--- config.mk ---
export PLATFORM = sky130hd
export DESIGN_NAME = host_command_link_handshake
export DESIGN_NICKNAME = d
export VERILOG_FILES = /design/src/hdl/cmd_link_pkg.sv /design/src/hdl/host_command_link_handshake.sv /design/src/hdl/reply_timer.sv
export SDC_FILE = /design/constraint.sdc
export NUM_CORES = 1
export LEC_CHECK = 0
export BUFFER_PORTS_ARGS = -buffer_cell sky130_fd_sc_hd__buf_2
export CORE_ASPECT_RATIO = 1.4
export CORE_UTILIZATION = 61
export DETAILED_ROUTE_END_ITERATION = 16
export GPL_ROUTABILITY_DRIVEN = 1
export PLACE_DENSITY_LB_ADDON = 0.1
export SYNTH_ARGS = -nofsm -noshare
export SYNTH_HDL_FRONTEND = slang
export SYNTH_SLANG_ARGS = --single-unit
--- constraint.sdc ---
create_clock -name clk_in -period 5.98 [get_ports clk_in]
set_clock_uncertainty 0.05 [all_clocks]
set_input_delay 0.598 -clock clk_in [delete_from_list [all_inputs] [get_ports clk_in]]
set_output_delay 0.598 -clock clk_in [all_outputs]
set_load 0.03 [all_outputs]
--- src/hdl/cmd_link_pkg.sv ---
// Constants and types for the host command link handshake
package cmd_link_pkg;
	localparam int unsigned CLK_MHZ = 200;
	localparam int unsigned REPLY_TIMEOUT_US = 1000;
	localparam int unsigned REPLY_TIMEOUT_CYC = REPLY_TIMEOUT_US * CLK_MHZ;
	localparam int unsigned RESEND_LIMIT = 2;
	localparam int unsigned CNT_W = 4;
	localparam int unsigned TMR_W = 24;
	localparam logic [CNT_W-1:0] CNT_ZERO = 4'h0;
	localparam logic [CNT_W-1:0] CNT_ONE = 4'h1;
	localparam logic [TMR_W-1:0] TMR_ZERO = 24'h000000;
	localparam logic [TMR_W-1:0] TMR_ONE = 24'h000001;

	typedef enum logic [1:0] {
		ST_WAITING = 2'h1,
		ST_AFTER_SEND = 2'h2
	} link_state_t;
endpackage : cmd_link_pkg

--- src/hdl/host_command_link_handshake.sv ---
// Handshake state machine for the host command link
`timescale 1ns/1ps
`default_nettype none
module host_command_link_handshake
	import cmd_link_pkg::*;
#(
	parameter int unsigned TIMEOUT_CYC = REPLY_TIMEOUT_CYC,
	parameter int unsigned MAX_RESEND = RESEND_LIMIT
) (
	// Clock and reset
	input wire logic clk_in,
	input wire logic srst_in,
	// Receive framer events, one-cycle pulses
	// Framer and host must share serial settings
	input wire logic rx_cmd_ok_in,
	input wire logic rx_error_in,
	input wire logic rx_ack_in,
	input wire logic rx_nak_in,
	// Panel side: outgoing event request
	input wire logic panel_req_in,
	output logic panel_ready_out,
	// Transmit framer strobes
	output logic tx_cmd_out,
	output logic tx_ack_out,
	output logic tx_nak_out,
	// Display update strobe and status
	output logic display_update_out,
	output logic send_done_out,
	output logic send_fail_out,
	output logic busy_out,
	output logic [CNT_W-1:0] resend_count_out
);
	link_state_t state_reg, state_next;
	logic [CNT_W-1:0] resend_reg, resend_next;
	logic tx_cmd_reg, tx_cmd_next;
	logic tx_ack_reg, tx_ack_next;
	logic tx_nak_reg, tx_nak_next;
	logic disp_reg, disp_next;
	logic done_reg, done_next;
	logic fail_reg, fail_next;
	logic timeout;
	logic retry_ev;

	// Reply timer restarts on each command sent
	reply_timer #(
		.TIMEOUT_CYC(TIMEOUT_CYC)
	) u_timer (
		.clk_in(clk_in),
		.srst_in(srst_in),
		.restart_in(tx_cmd_reg),
		.run_in(state_reg == ST_AFTER_SEND),
		.expired_out(timeout)
	);

	// Events that force a resend; a timer pulse in a fresh send's cycle is stale
	// and belongs to the previous attempt, so it is dropped
	assign retry_ev = (timeout && !tx_cmd_reg) || rx_nak_in || rx_error_in;

	// Next-state logic
	always_comb begin
		state_next = state_reg;
		resend_next = resend_reg;
		tx_cmd_next = 1'b0;
		tx_ack_next = 1'b0;
		tx_nak_next = 1'b0;
		disp_next = 1'b0;
		done_next = 1'b0;
		fail_next = 1'b0;
		// Incoming commands are answered in either state
		if (rx_cmd_ok_in) begin
			tx_ack_next = 1'b1;
			disp_next = 1'b1;
		end
		unique case (state_reg)
			// Waiting: answer errors, else start a panel send
			ST_WAITING: begin
				if (rx_error_in) begin
					tx_nak_next = 1'b1;
				end else if (panel_req_in && !rx_cmd_ok_in) begin
					tx_cmd_next = 1'b1;
					resend_next = CNT_ZERO;
					state_next = ST_AFTER_SEND;
				end
			end
			// After sending: ACK ends, resend events count
			ST_AFTER_SEND: begin
				if (rx_ack_in) begin
					done_next = 1'b1;
					state_next = ST_WAITING;
				end else if (retry_ev) begin
					if (resend_reg >= CNT_W'(MAX_RESEND)) begin
						fail_next = 1'b1;
						state_next = ST_WAITING;
					end else begin
						resend_next = resend_reg + CNT_ONE;
						tx_cmd_next = 1'b1;
					end
				end
			end
		endcase
	end

	// Register stage
	always_ff @(posedge clk_in) begin
		if (srst_in) begin
			state_reg <= ST_WAITING;
			resend_reg <= CNT_ZERO;
			tx_cmd_reg <= 1'b0;
			tx_ack_reg <= 1'b0;
			tx_nak_reg <= 1'b0;
			disp_reg <= 1'b0;
			done_reg <= 1'b0;
			fail_reg <= 1'b0;
		end else begin
			state_reg <= state_next;
			resend_reg <= resend_next;
			tx_cmd_reg <= tx_cmd_next;
			tx_ack_reg <= tx_ack_next;
			tx_nak_reg <= tx_nak_next;
			disp_reg <= disp_next;
			done_reg <= done_next;
			fail_reg <= fail_next;
		end
	end

	// Outputs
	assign panel_ready_out = (state_reg == ST_WAITING) && !rx_cmd_ok_in && !rx_error_in;
	assign tx_cmd_out = tx_cmd_reg;
	assign tx_ack_out = tx_ack_reg;
	assign tx_nak_out = tx_nak_reg;
	assign display_update_out = disp_reg;
	assign send_done_out = done_reg;
	assign send_fail_out = fail_reg;
	assign busy_out = (state_reg == ST_AFTER_SEND);
	assign resend_count_out = resend_reg;

	// Checks
	AST_GOOD_CMD_ACK: assert property (@(posedge clk_in) disable iff (srst_in)
		rx_cmd_ok_in |=> tx_ack_out && display_update_out)
		else $error("good command not acknowledged");
	AST_WAIT_ERR_NAK: assert property (@(posedge clk_in) disable iff (srst_in)
		(state_reg == ST_WAITING) && rx_error_in |=> tx_nak_out && !busy_out)
		else $error("receive error while waiting not answered with NAK");
	AST_ACK_ENDS: assert property (@(posedge clk_in) disable iff (srst_in)
		busy_out && rx_ack_in |=> !busy_out && send_done_out)
		else $error("ACK did not end the send");
	AST_RETRY_SEND: assert property (@(posedge clk_in) disable iff (srst_in)
		busy_out && !rx_ack_in && retry_ev && resend_reg < CNT_W'(MAX_RESEND)
		|=> tx_cmd_out && busy_out && resend_reg == $past(resend_reg) + CNT_ONE)
		else $error("resend not issued");
	AST_RETRY_GIVEUP: assert property (@(posedge clk_in) disable iff (srst_in)
		busy_out && !rx_ack_in && retry_ev && resend_reg >= CNT_W'(MAX_RESEND)
		|=> send_fail_out && !busy_out && !tx_cmd_out)
		else $error("resend limit not enforced");
	AST_START_SEND: assert property (@(posedge clk_in) disable iff (srst_in)
		panel_req_in && panel_ready_out |=> tx_cmd_out && busy_out && resend_reg == CNT_ZERO)
		else $error("panel request not sent");
	AST_COUNT_BOUND: assert property (@(posedge clk_in) disable iff (srst_in)
		resend_reg <= CNT_W'(MAX_RESEND))
		else $error("resend count over limit");
	AST_IDLE_ACCEPT: assert property (@(posedge clk_in) disable iff (srst_in)
		!busy_out && rx_cmd_ok_in |-> !panel_ready_out ##1 (!tx_cmd_out && !busy_out))
		else $error("panel start collided with incoming command");
	// Host command while sending is answered, send goes on
	AST_CMD_IN_SEND: assert property (@(posedge clk_in) disable iff (srst_in)
		busy_out && rx_cmd_ok_in && !rx_ack_in && !retry_ev |=> busy_out && tx_ack_out)
		else $error("command during send not answered");
	// Receive error while sending is a resend event (resend or give-up), never a NAK
	AST_NO_NAK_BUSY: assert property (@(posedge clk_in) disable iff (srst_in)
		busy_out && rx_error_in |=> !tx_nak_out)
		else $error("NAK sent while waiting for a reply");
	// Stray ACK or NAK while waiting is ignored
	AST_WAIT_IGNORES_REPLY: assert property (@(posedge clk_in) disable iff (srst_in)
		!busy_out && !panel_req_in && (rx_ack_in || rx_nak_in)
		|=> !busy_out && !send_done_out && !send_fail_out && !tx_cmd_out)
		else $error("stray reply acted on while waiting");
	// No resend without a resend event
	AST_NO_RESEND_IDLE: assert property (@(posedge clk_in) disable iff (srst_in)
		busy_out && !retry_ev |=> !tx_cmd_out)
		else $error("resend without cause");
	// A stale timer pulse must not resend twice
	AST_NO_STALE_TIMEOUT: assert property (@(posedge clk_in) disable iff (srst_in)
		tx_cmd_out && !rx_nak_in && !rx_error_in |=> !tx_cmd_out)
		else $error("back to back send without reply");
	// Reset leaves the link waiting and quiet
	AST_RESET_IDLE: assert property (@(posedge clk_in)
		srst_in |=> !busy_out && !tx_cmd_out && !send_fail_out && resend_count_out == CNT_ZERO)
		else $error("link not idle after reset");
	// Display updates only follow a good command
	AST_DISP_FROM_CMD: assert property (@(posedge clk_in) disable iff (srst_in)
		display_update_out |-> $past(rx_cmd_ok_in))
		else $error("display update without command");
	// Count holds while waiting unless a send starts
	AST_COUNT_STABLE: assert property (@(posedge clk_in) disable iff (srst_in)
		!busy_out && !(panel_req_in && panel_ready_out) |=> $stable(resend_count_out))
		else $error("resend count moved while waiting");
	// Timer expiry resends or gives up
	AST_TIMEOUT_RETRY: assert property (@(posedge clk_in) disable iff (srst_in)
		busy_out && timeout && !tx_cmd_out && !rx_ack_in |=> tx_cmd_out || send_fail_out)
		else $error("reply timeout ignored");
	// Done only after an ACK
	AST_DONE_ONLY_ACK: assert property (@(posedge clk_in) disable iff (srst_in)
		send_done_out |-> $past(rx_ack_in) && !busy_out)
		else $error("send done without ACK");
	// Give-up only at the resend limit
	AST_FAIL_AT_LIMIT: assert property (@(posedge clk_in) disable iff (srst_in)
		send_fail_out |-> !busy_out && $past(resend_reg) == CNT_W'(MAX_RESEND))
		else $error("gave up below the resend limit");
	// ACK wins over a resend event in the same cycle
	AST_ACK_BEATS_RETRY: assert property (@(posedge clk_in) disable iff (srst_in)
		busy_out && rx_ack_in && retry_ev |=> send_done_out && !tx_cmd_out && !send_fail_out)
		else $error("resend event beat ACK");
	// ACK strobe only after a good command
	AST_ACK_FROM_CMD: assert property (@(posedge clk_in) disable iff (srst_in)
		tx_ack_out |-> $past(rx_cmd_ok_in))
		else $error("ACK sent without command");
	// NAK strobe only after an error while waiting
	AST_NAK_FROM_ERR: assert property (@(posedge clk_in) disable iff (srst_in)
		tx_nak_out |-> $past(rx_error_in) && !busy_out)
		else $error("NAK sent without receive error");
	// Main scenarios
	COV_SEND_ACK: cover property (@(posedge clk_in) tx_cmd_out ##[1:20] send_done_out);
	COV_RETRY: cover property (@(posedge clk_in) busy_out && retry_ev ##1 tx_cmd_out);
	COV_FAIL: cover property (@(posedge clk_in) send_fail_out);
	COV_CMD_IN_SEND: cover property (@(posedge clk_in) busy_out && rx_cmd_ok_in);
	COV_REQ_COLLIDE: cover property (@(posedge clk_in) !busy_out && panel_req_in && rx_cmd_ok_in);
endmodule : host_command_link_handshake
`default_nettype wire

--- src/hdl/reply_timer.sv ---
// Reply timeout counter for the after-sending state
`timescale 1ns/1ps
`default_nettype none
module reply_timer
	import cmd_link_pkg::*;
#(
	parameter int unsigned TIMEOUT_CYC = REPLY_TIMEOUT_CYC
) (
	// Clock and reset
	input wire logic clk_in,
	input wire logic srst_in,
	// Control
	input wire logic restart_in,
	input wire logic run_in,
	// Status
	output logic expired_out
);
	logic [TMR_W-1:0] count_reg;
	logic [TMR_W-1:0] count_next;
	logic expired_reg;
	logic expired_next;

	// Count up while running, pulse at the limit
	always_comb begin
		count_next = count_reg;
		expired_next = 1'b0;
		if (restart_in || !run_in) begin
			count_next = TMR_ZERO;
		end else if (count_reg == TMR_W'(TIMEOUT_CYC - 1)) begin
			count_next = TMR_ZERO;
			expired_next = 1'b1;
		end else begin
			count_next = count_reg + TMR_ONE;
		end
	end

	// Register stage
	always_ff @(posedge clk_in) begin
		if (srst_in) begin
			count_reg <= TMR_ZERO;
			expired_reg <= 1'b0;
		end else begin
			count_reg <= count_next;
			expired_reg <= expired_next;
		end
	end

	assign expired_out = expired_reg;
endmodule : reply_timer
`default_nettype wire

**After elaboration in Yosys (flattened, before gate mapping)**

Index checks and enable logic that the tools add are counted.
W data, S select, Z words.

- Add/subtract/negate cells: 2
- Order comparisons: 1
- Eq/ne operators: 10
- Multiplexer cells: 23
- Bitwise operators: 3
- Reductions and logical operators: 18

Operator list:

| operator | number |
|---|---|
| $add A24 B1 Y24 const B | 1 |
| $eq A24 B18 Y1 const B | 1 |
| $mux W4 | 5 |
| $mux W1 | 10 |
| $mux W2 | 5 |
| $ne A2 B2 Y1 const B | 5 |
| $pmux W4 S2 | 1 |
| $ne A3 B3 Y1 const B | 2 |
| $reduce_or A2 Y1 | 3 |
| $reduce_and A5 Y1 | 1 |
| $add A4 B1 Y4 const B | 1 |
| $ge A4 B2 Y1 const B | 1 |
| $logic_and A1 B1 Y1 | 4 |
| $logic_not A1 Y1 | 4 |
| $pmux W2 S2 | 1 |
| $reduce_and A4 Y1 | 1 |
| $reduce_or A4 Y1 | 1 |
| $logic_or A1 B1 Y1 | 3 |
| $not A1 Y1 | 3 |
| $reduce_or A3 Y1 | 1 |
| $eq A2 B1 Y1 const B | 1 |
| $eq A2 B2 Y1 const B | 1 |
| $pmux W1 S2 | 1 |

- Register bits after elaboration: 36
- Output and inout bits: 12
- Word-level logic and storage cells: 66

**Logic depth before layout (Yosys ltp)**

Gate-level depths: netlist of run 1.

- Depth in word-level cells: 7
- Depth in mapped cells: 6

**By module**

A second synthesis of run 1 with hierarchy kept.

- Cell total of the unflattened synthesis: 184
- Area total of the unflattened synthesis: 1637.8 um^2

Modules (own cells, without submodules):

| module | instances | cells each | area each (um^2) |
|---|---|---|---|
| reply_timer | 1 | 133 | 1154.9 |
| host_command_link_handshake | 1 | 51 | 483.0 |

**Worst setup path after synthesis of run 1**

No wires, ideal clock.

- Kind: register to register
- Start point: reg resend_reg[0], in the netlist resend_count_out[0]
- End point: reg resend_reg[0], in the netlist resend_count_out[0]
- Setup time: 87 ps
- Arrival time: 1927 ps
- Data required time: 5843 ps
- Path slack: 3916 ps
- Stages on the path, launching flop included: 7
- Buffers on the path: 0
- Clock period less this slack: 2064 ps
- Path through: dfxtp_1 -> inv_1 -> ha_1 -> or4_1 -> a211o_1 -> or4_1 -> o31ai_1

- Longest elaborated chain between the ends: 5
- Elaborated cells on any way between the ends: 8

RTL lines:

| what | line | RTL |
|---|---|---|
| from (decl) | host_command_link_handshake.sv:34 | `logic [CNT_W-1:0] resend_reg, resend_next;` |
| from (signal assigned) | host_command_link_handshake.sv:116 | `resend_reg <= resend_next;` |
| $add A4 B1 Y4 | host_command_link_handshake.sv:95 | `resend_next = resend_reg + CNT_ONE;` |
| $mux W4 | host_command_link_handshake.sv:91 | `if (resend_reg >= CNT_W'(MAX_RESEND)) begin` |
| $mux W4 | host_command_link_handshake.sv:90 | `end else if (retry_ev) begin` |
| $mux W4 | host_command_link_handshake.sv:87 | `if (rx_ack_in) begin` |
| $pmux W4 S2 | host_command_link_handshake.sv:74 | `unique case (state_reg)` |

Parallel ways exist; a longest one is shown, timed or not. The select of a mux whose other input is x is not followed.
A chain may end at the register's enable or synchronous reset.

**Worst setup path in the final report of run 1**

- Start point: reg u_timer.count_reg[10]
- End point: reg u_timer.count_reg[2]

- Longest elaborated chain between the ends: 2

RTL lines:

| what | line | RTL |
|---|---|---|
| from (decl) | reply_timer.sv:18 | `logic [TMR_W-1:0] count_reg;` |
| from (signal assigned) | reply_timer.sv:43 | `count_reg <= count_next;` |
| $eq A24 B18 Y1 | reply_timer.sv:29 | `end else if (count_reg == TMR_W'(TIMEOUT_CYC - 1)) begin` |
| $reduce_or A3 Y1 (no line) | - |  |

No other way between the ends.

==> results of run 1 <==
routing by layer:
metal,part of all wire,track usage
met5,0,0
met3,0.037,0.06017
met4,0.030,0.1360
met2,0.55,0.4912
met1,0.38,0.2549
kinds of logic after synthesis:
kind of cell,Yosys count,synth area share
compound gates,36,0.1412
flops,36,0.4374
xor+xnor,11,0.05846
simple gates,87,0.3022
fa+ha+maj,3,0.02278
buf+inv,13,0.03797
synthesized netlist by cell type, drive strengths merged:
master,n,area share
nor4b,2,0.011
nand3,11,0.036
nor4,6,0.023
xnor2,6,0.032
and3,1,0.0038
nor2,16,0.036
and2,2,0.0076
nand2,11,0.025
dfxtp,36,0.44
xor2,5,0.027
a21o,1,0.0046
o21ai,7,0.021
buf,4,0.017
ha,3,0.023
a211o,1,0.0053
inv,5,0.011
or4,9,0.046
clkbuf,4,0.0091
a21oi,15,0.048
a211oi,2,0.0091
or2,2,0.0076
and4,2,0.011
nand4,5,0.019
nand3b,2,0.0091
o31ai,8,0.045
nor3b,3,0.014
a21boi,1,0.0046
or3,6,0.024
nor2b,1,0.0038
a31oi,1,0.0038
nand2b,3,0.011
nor3,5,0.015
where the power goes:
group          switching (mW)  internal [mW]  total (mW)
clock network          0.0729         0.0666       0.139
registers             0.00157          0.243       0.244
logic                  0.0186        0.00842      0.0270
total                  0.0930          0.318       0.411
worst max path at each step:
stage,cells past startpoint,from,to
6_report,4,u_timer.count_reg[10],u_timer.count_reg[2]
5_1_grt,5,u_timer.count_reg[0],u_timer.count_reg[2]
4_1_cts,4,u_timer.count_reg[10],u_timer.count_reg[2]
3_5_place_dp,4,u_timer.count_reg[10],u_timer.count_reg[2]
3_3_place_gp,4,u_timer.count_reg[10],u_timer.count_reg[8]
2_1_floorplan,6,resend_count_out[0],resend_count_out[0]
cell type report:
cell class | instances | area [µm²]
multi-input cells | 137 | 864.6
flip-flops and latches | 36 | 720.7
fillers | 209 | 668.1
repair buffers | 18 | 90.09
clock buffers | 7 | 65.06
well taps | 34 | 42.54
inverters | 5 | 18.77
worst reg2reg max path, delay by kind of cell, from the launching register on:
family,cells,cell delay (ns)
compound gates,1,0.85
simple gates,3,0.77
flops,1,0.39
==> results_dict.tcl, run 1 <==
set metrics [dict create \
    fin_area_um2 1802 \
    worstSkewPairLatency_ns 0.33 \
    setup_tns_ns 0 \
    hold_viol 0 \
    synth_seq_cells 36 \
    routed_wl_um 3375 \
    ir_worst_vdd_v 0.0001733 \
    cts_resized 0 \
    clock-sinks 36 \
    grt.overflow.total 0 \
    first_pass_iters 4 \
    crit_path_end_kind "flop" \
    hpwl_um 2520 \
    final_cell_mix "dfxtp_1 (36), buf_2 (18), nor2_1 (16)" \
    setup_ws_ns 3.766 \
    htree_levels 2 \
    cts_buffers 5 \
    min-delay-start "rx_ack_in" \
    critPathTopFamily "compound AO/OA/AOI/OAI gates" \
    post-route-period-util 0.3703 \
    critPathRequiredTime_ns 6.11 \
    worstPathCellList "nand2_1 -> or4_1 -> o31ai_4 -> nor2_1" \
    final_util 0.7295 \
    portBuffers 18 \
    largest_reg_flops 24 \
    pre_cts_ws_ns 3.771 \
    globalplace.congestion 0.8802 \
    reg2regPathDepth 4 \
    area_growth_pct 9.340 \
    slowest_delay_ns 0.85 \
    die_x_um 45.93 \
    seq_area_frac_synth 0.4374 \
    max_freq_ghz 0.4516 \
    place_inst 230 \
    final_nets 213 \
    r2r-end "u_timer.count_reg[2]" \
    worst-path-buf-inv 0 \
    wl_per_cell_um 14.24 \
    rsz0062_at_grt "false" \
    cts.path.max_buffers 2 \
    cts_tree "yes" \
    die_area_um2 2916 \
    maxCapViolations 0 \
    final_common_cell "dfxtp_1" \
    cp_max_fo 24 \
    outcome "complete, no violations" \
    pin_count 19 \
    finalCriticalPeriod_ns 2.214 \
    ys_types 39 \
    instances_no_fill 237 \
    avgSynthCellArea_um2 8.859 \
    postPlaceCellArea_um2 1737 \
    holdPathStages 2 \
    track_usage 0.2674 \
    power.leakage_nw 0.5863 \
    worstSetupPathType "reg2reg" \
    cp.arrival_ns 2.35 \
    synth_area_um2 1648 \
    cp_slowest_cell "o31ai_4" \
    antenna_cells 0 \
    yosysWarningCount 0 \
    r2r_setup_slack_ns 3.77 \
    p_per_area_nw_per_um2 228.1 \
    drcViolationCount 0 \
    rows 21 \
    slew-limit-headroom 0.3752 \
    cts.clk_slew.worst_paths_ns 0.10 \
    r2r_start "u_timer.count_reg[10]" \
    start_util 0.6672 \
    vias 1453 \
    ant_nets 0 \
    final_layout_size_suffix_gt1_frac 0.1626 \
    slew_viol_final 0 \
    first_iter_violations 39 \
    grt_pass1_wl_um 5664 \
    startpoint_type "flop" \
    worst_slew_pin_slew_ns 0.9372 \
    finalPower_mw 0.4109 \
    setup_viol 0 \
    vias_per_cell 6.131 \
    holdBufCountCts 0 \
    hold_class "in2reg" \
    cts_root_buffer "clkbuf_4" \
    syn-instance-count 186 \
    core_area_um2 2470 \
    timing.hold.ws_ns 0.4365 \
    die_h_um 63.50 \
    grt_pass1_vias 1396 \
    grt_max_degree 25 \
    synth_fp_nets 196 \
    postCtsSetupRepairBufs 0 \
    holdPathEnd "send_fail_out" \
    antenna_found_initial 0 \
]
Note: power is estimated with default switching activity, not from simulation.
==> inputs of run 2 (changes only) <==
- CORE_UTILIZATION: 61 -> 51
- clock period: 5.98 -> 1.9 ns (I/O delays scaled with it)
==> results_dict.tcl, run 2 (synthesized netlist as in run 1, its figures left out) <==
set metrics [dict create \
    worst_slew_pin_slew_ns 0.3727 \
    routed_wl_um 3520 \
    rows 24 \
    cts.path.max_buffers 2 \
    finalCriticalPeriod_ns 1.909 \
    power.leakage_nw 0.7159 \
    final_cell_mix "dfxtp_1 (35), buf_2 (18), nor2_1 (16)" \
    die_area_um2 3466 \
    first_pass_iters 4 \
    worst-path-buf-inv 1 \
    startpoint_type "flop" \
    min-delay-start "rx_cmd_ok_in" \
    maxCapViolations 0 \
    first_iter_violations 42 \
    finalPower_mw 1.736 \
    antenna_found_initial 0 \
    wl_per_cell_um 13.64 \
    antenna_cells 0 \
    cts.clk_slew.worst_paths_ns 0.07 \
    slew_viol_final 0 \
    slew-limit-headroom 0.7481 \
    postPlaceCellArea_um2 1872 \
    pre_cts_ws_ns -0.001907 \
    instances_no_fill 258 \
    grt.overflow.total 0 \
    start_util 0.5328 \
    post-route-period-util 1.005 \
    cp.arrival_ns 2.06 \
    largest_reg_flops 24 \
    p_per_area_nw_per_um2 846.6 \
    drcViolationCount 0 \
    cts_tree "yes" \
    die_h_um 69.26 \
    final_common_cell "dfxtp_1" \
    grt_max_degree 25 \
    hold_class "in2reg" \
    seqCellArea_um2 724.4 \
    nFillCells 255 \
    grt_pass1_vias 1366 \
    cp_max_fo 4 \
    critPathRequiredTime_ns 2.05 \
    clock-sinks 36 \
    max_freq_ghz 0.5238 \
    setup_viol 1 \
    fin_area_um2 2051 \
    hold_viol 0 \
    htree_levels 2 \
    portBuffers 18 \
    vias_per_cell 5.729 \
    globalplace.congestion 0.8413 \
    core_area_um2 3093 \
    ir_worst_vdd_v 0.0008376 \
    hpwl_um 2588 \
    worstSkewPairLatency_ns 0.29 \
    crit_start "resend_count_out[0]" \
    setup_ws_ns -0.009194 \
    vias 1478 \
    crit_top_cell "or4_4" \
    place_inst 250 \
    r2r_start "resend_count_out[0]" \
    die_x_um 50.04 \
    slowest_delay_ns 0.42 \
    outcome "finished with violations" \
    track_usage 0.2206 \
    area_growth_pct 24.45 \
    final_layout_size_suffix_gt1_frac 0.2557 \
    crit_path_end_kind "flop" \
    cp_slowest_cell "or4_4" \
    pin_count 19 \
    worstSetupPathType "reg2reg" \
    multi_input_area_um2 889.6 \
    final_nets 228 \
    violations "setup timing" \
    worstPathCellList "inv_2 -> ha_1 -> or4_4 -> a211o_1 -> or4_4 -> o31ai_2" \
    ant_nets 0 \
    cts_root_buffer "clkbuf_8" \
    timing.hold.ws_ns 0.08661 \
    grt_pass1_wl_um 5761 \
    cts_buffers 5 \
    rsz0062_at_grt "true" \
    critPathTopFamily "simple AND/OR/NAND/NOR gates" \
]
-- run 2: metrics by stage --
step | TNS (ns) | utilization
floorplan | 0 | -
global placement | 0 | 0.6052
detailed placement | -0.001907 | 0.6052
CTS | 0 | 0.6561
global route | -0.05652 | 0.6630
finish | -0.009194 | 0.6630
-- run 2: area by class of cell --
class	instances	area share
Timing Repair Buffer	33	0.1049
Inverter	5	0.009152
Clock inverter	2	0.02929
Multi-Input combinational cell	137	0.4338
Clock buffer	6	0.04576
Tap cell	39	0.02379
Sequential cell	36	0.3533
-- run 2: path summary, 6_finish.rpt --
kind | slack [ns] | cells after the start | to
worst min-delay path | 0.09 | 2 | display_update_out
worst min register to register | 0.45 | 1 | resend_count_out[3]
worst max-delay path | -0.009 | 6 | resend_count_out[0]
worst max register to register | -0.009 | 6 | resend_count_out[0]
-- run 2: metal layers --
| layer | wire (µm) | track usage | vias to the layer above |
|---|---|---|---|
| met1 | 1361 | 0.2083 | 700 |
| met4 | 70 | 0.09206 | 0 |
| met3 | 110 | 0.05921 | 8 |
| met2 | 1978 | 0.4222 | 28 |
| li1 | - | - | 742 |
| met5 | 0 | 0 | - |
-- run 2: timing repair --
action | 4_1_cts | 5_1_grt
hold endpoints to repair | 0 | 0
setup endpoints to repair | 1 | 9
setup buffers | 0 | 0
gates resized for setup | 2 | 5
hold buffers | 0 | 0
pin swaps | 0 | 1
-- run 2: report_power, final --
group / total, mW / switching [mW] / leakage, nW / internal [mW]
logic: 0.0930 / 0.0624 / 0.348 / 0.0306
clock network: 0.875 / 0.272 / 0.0765 / 0.603
registers: 0.768 / 0.00424 / 0.292 / 0.764
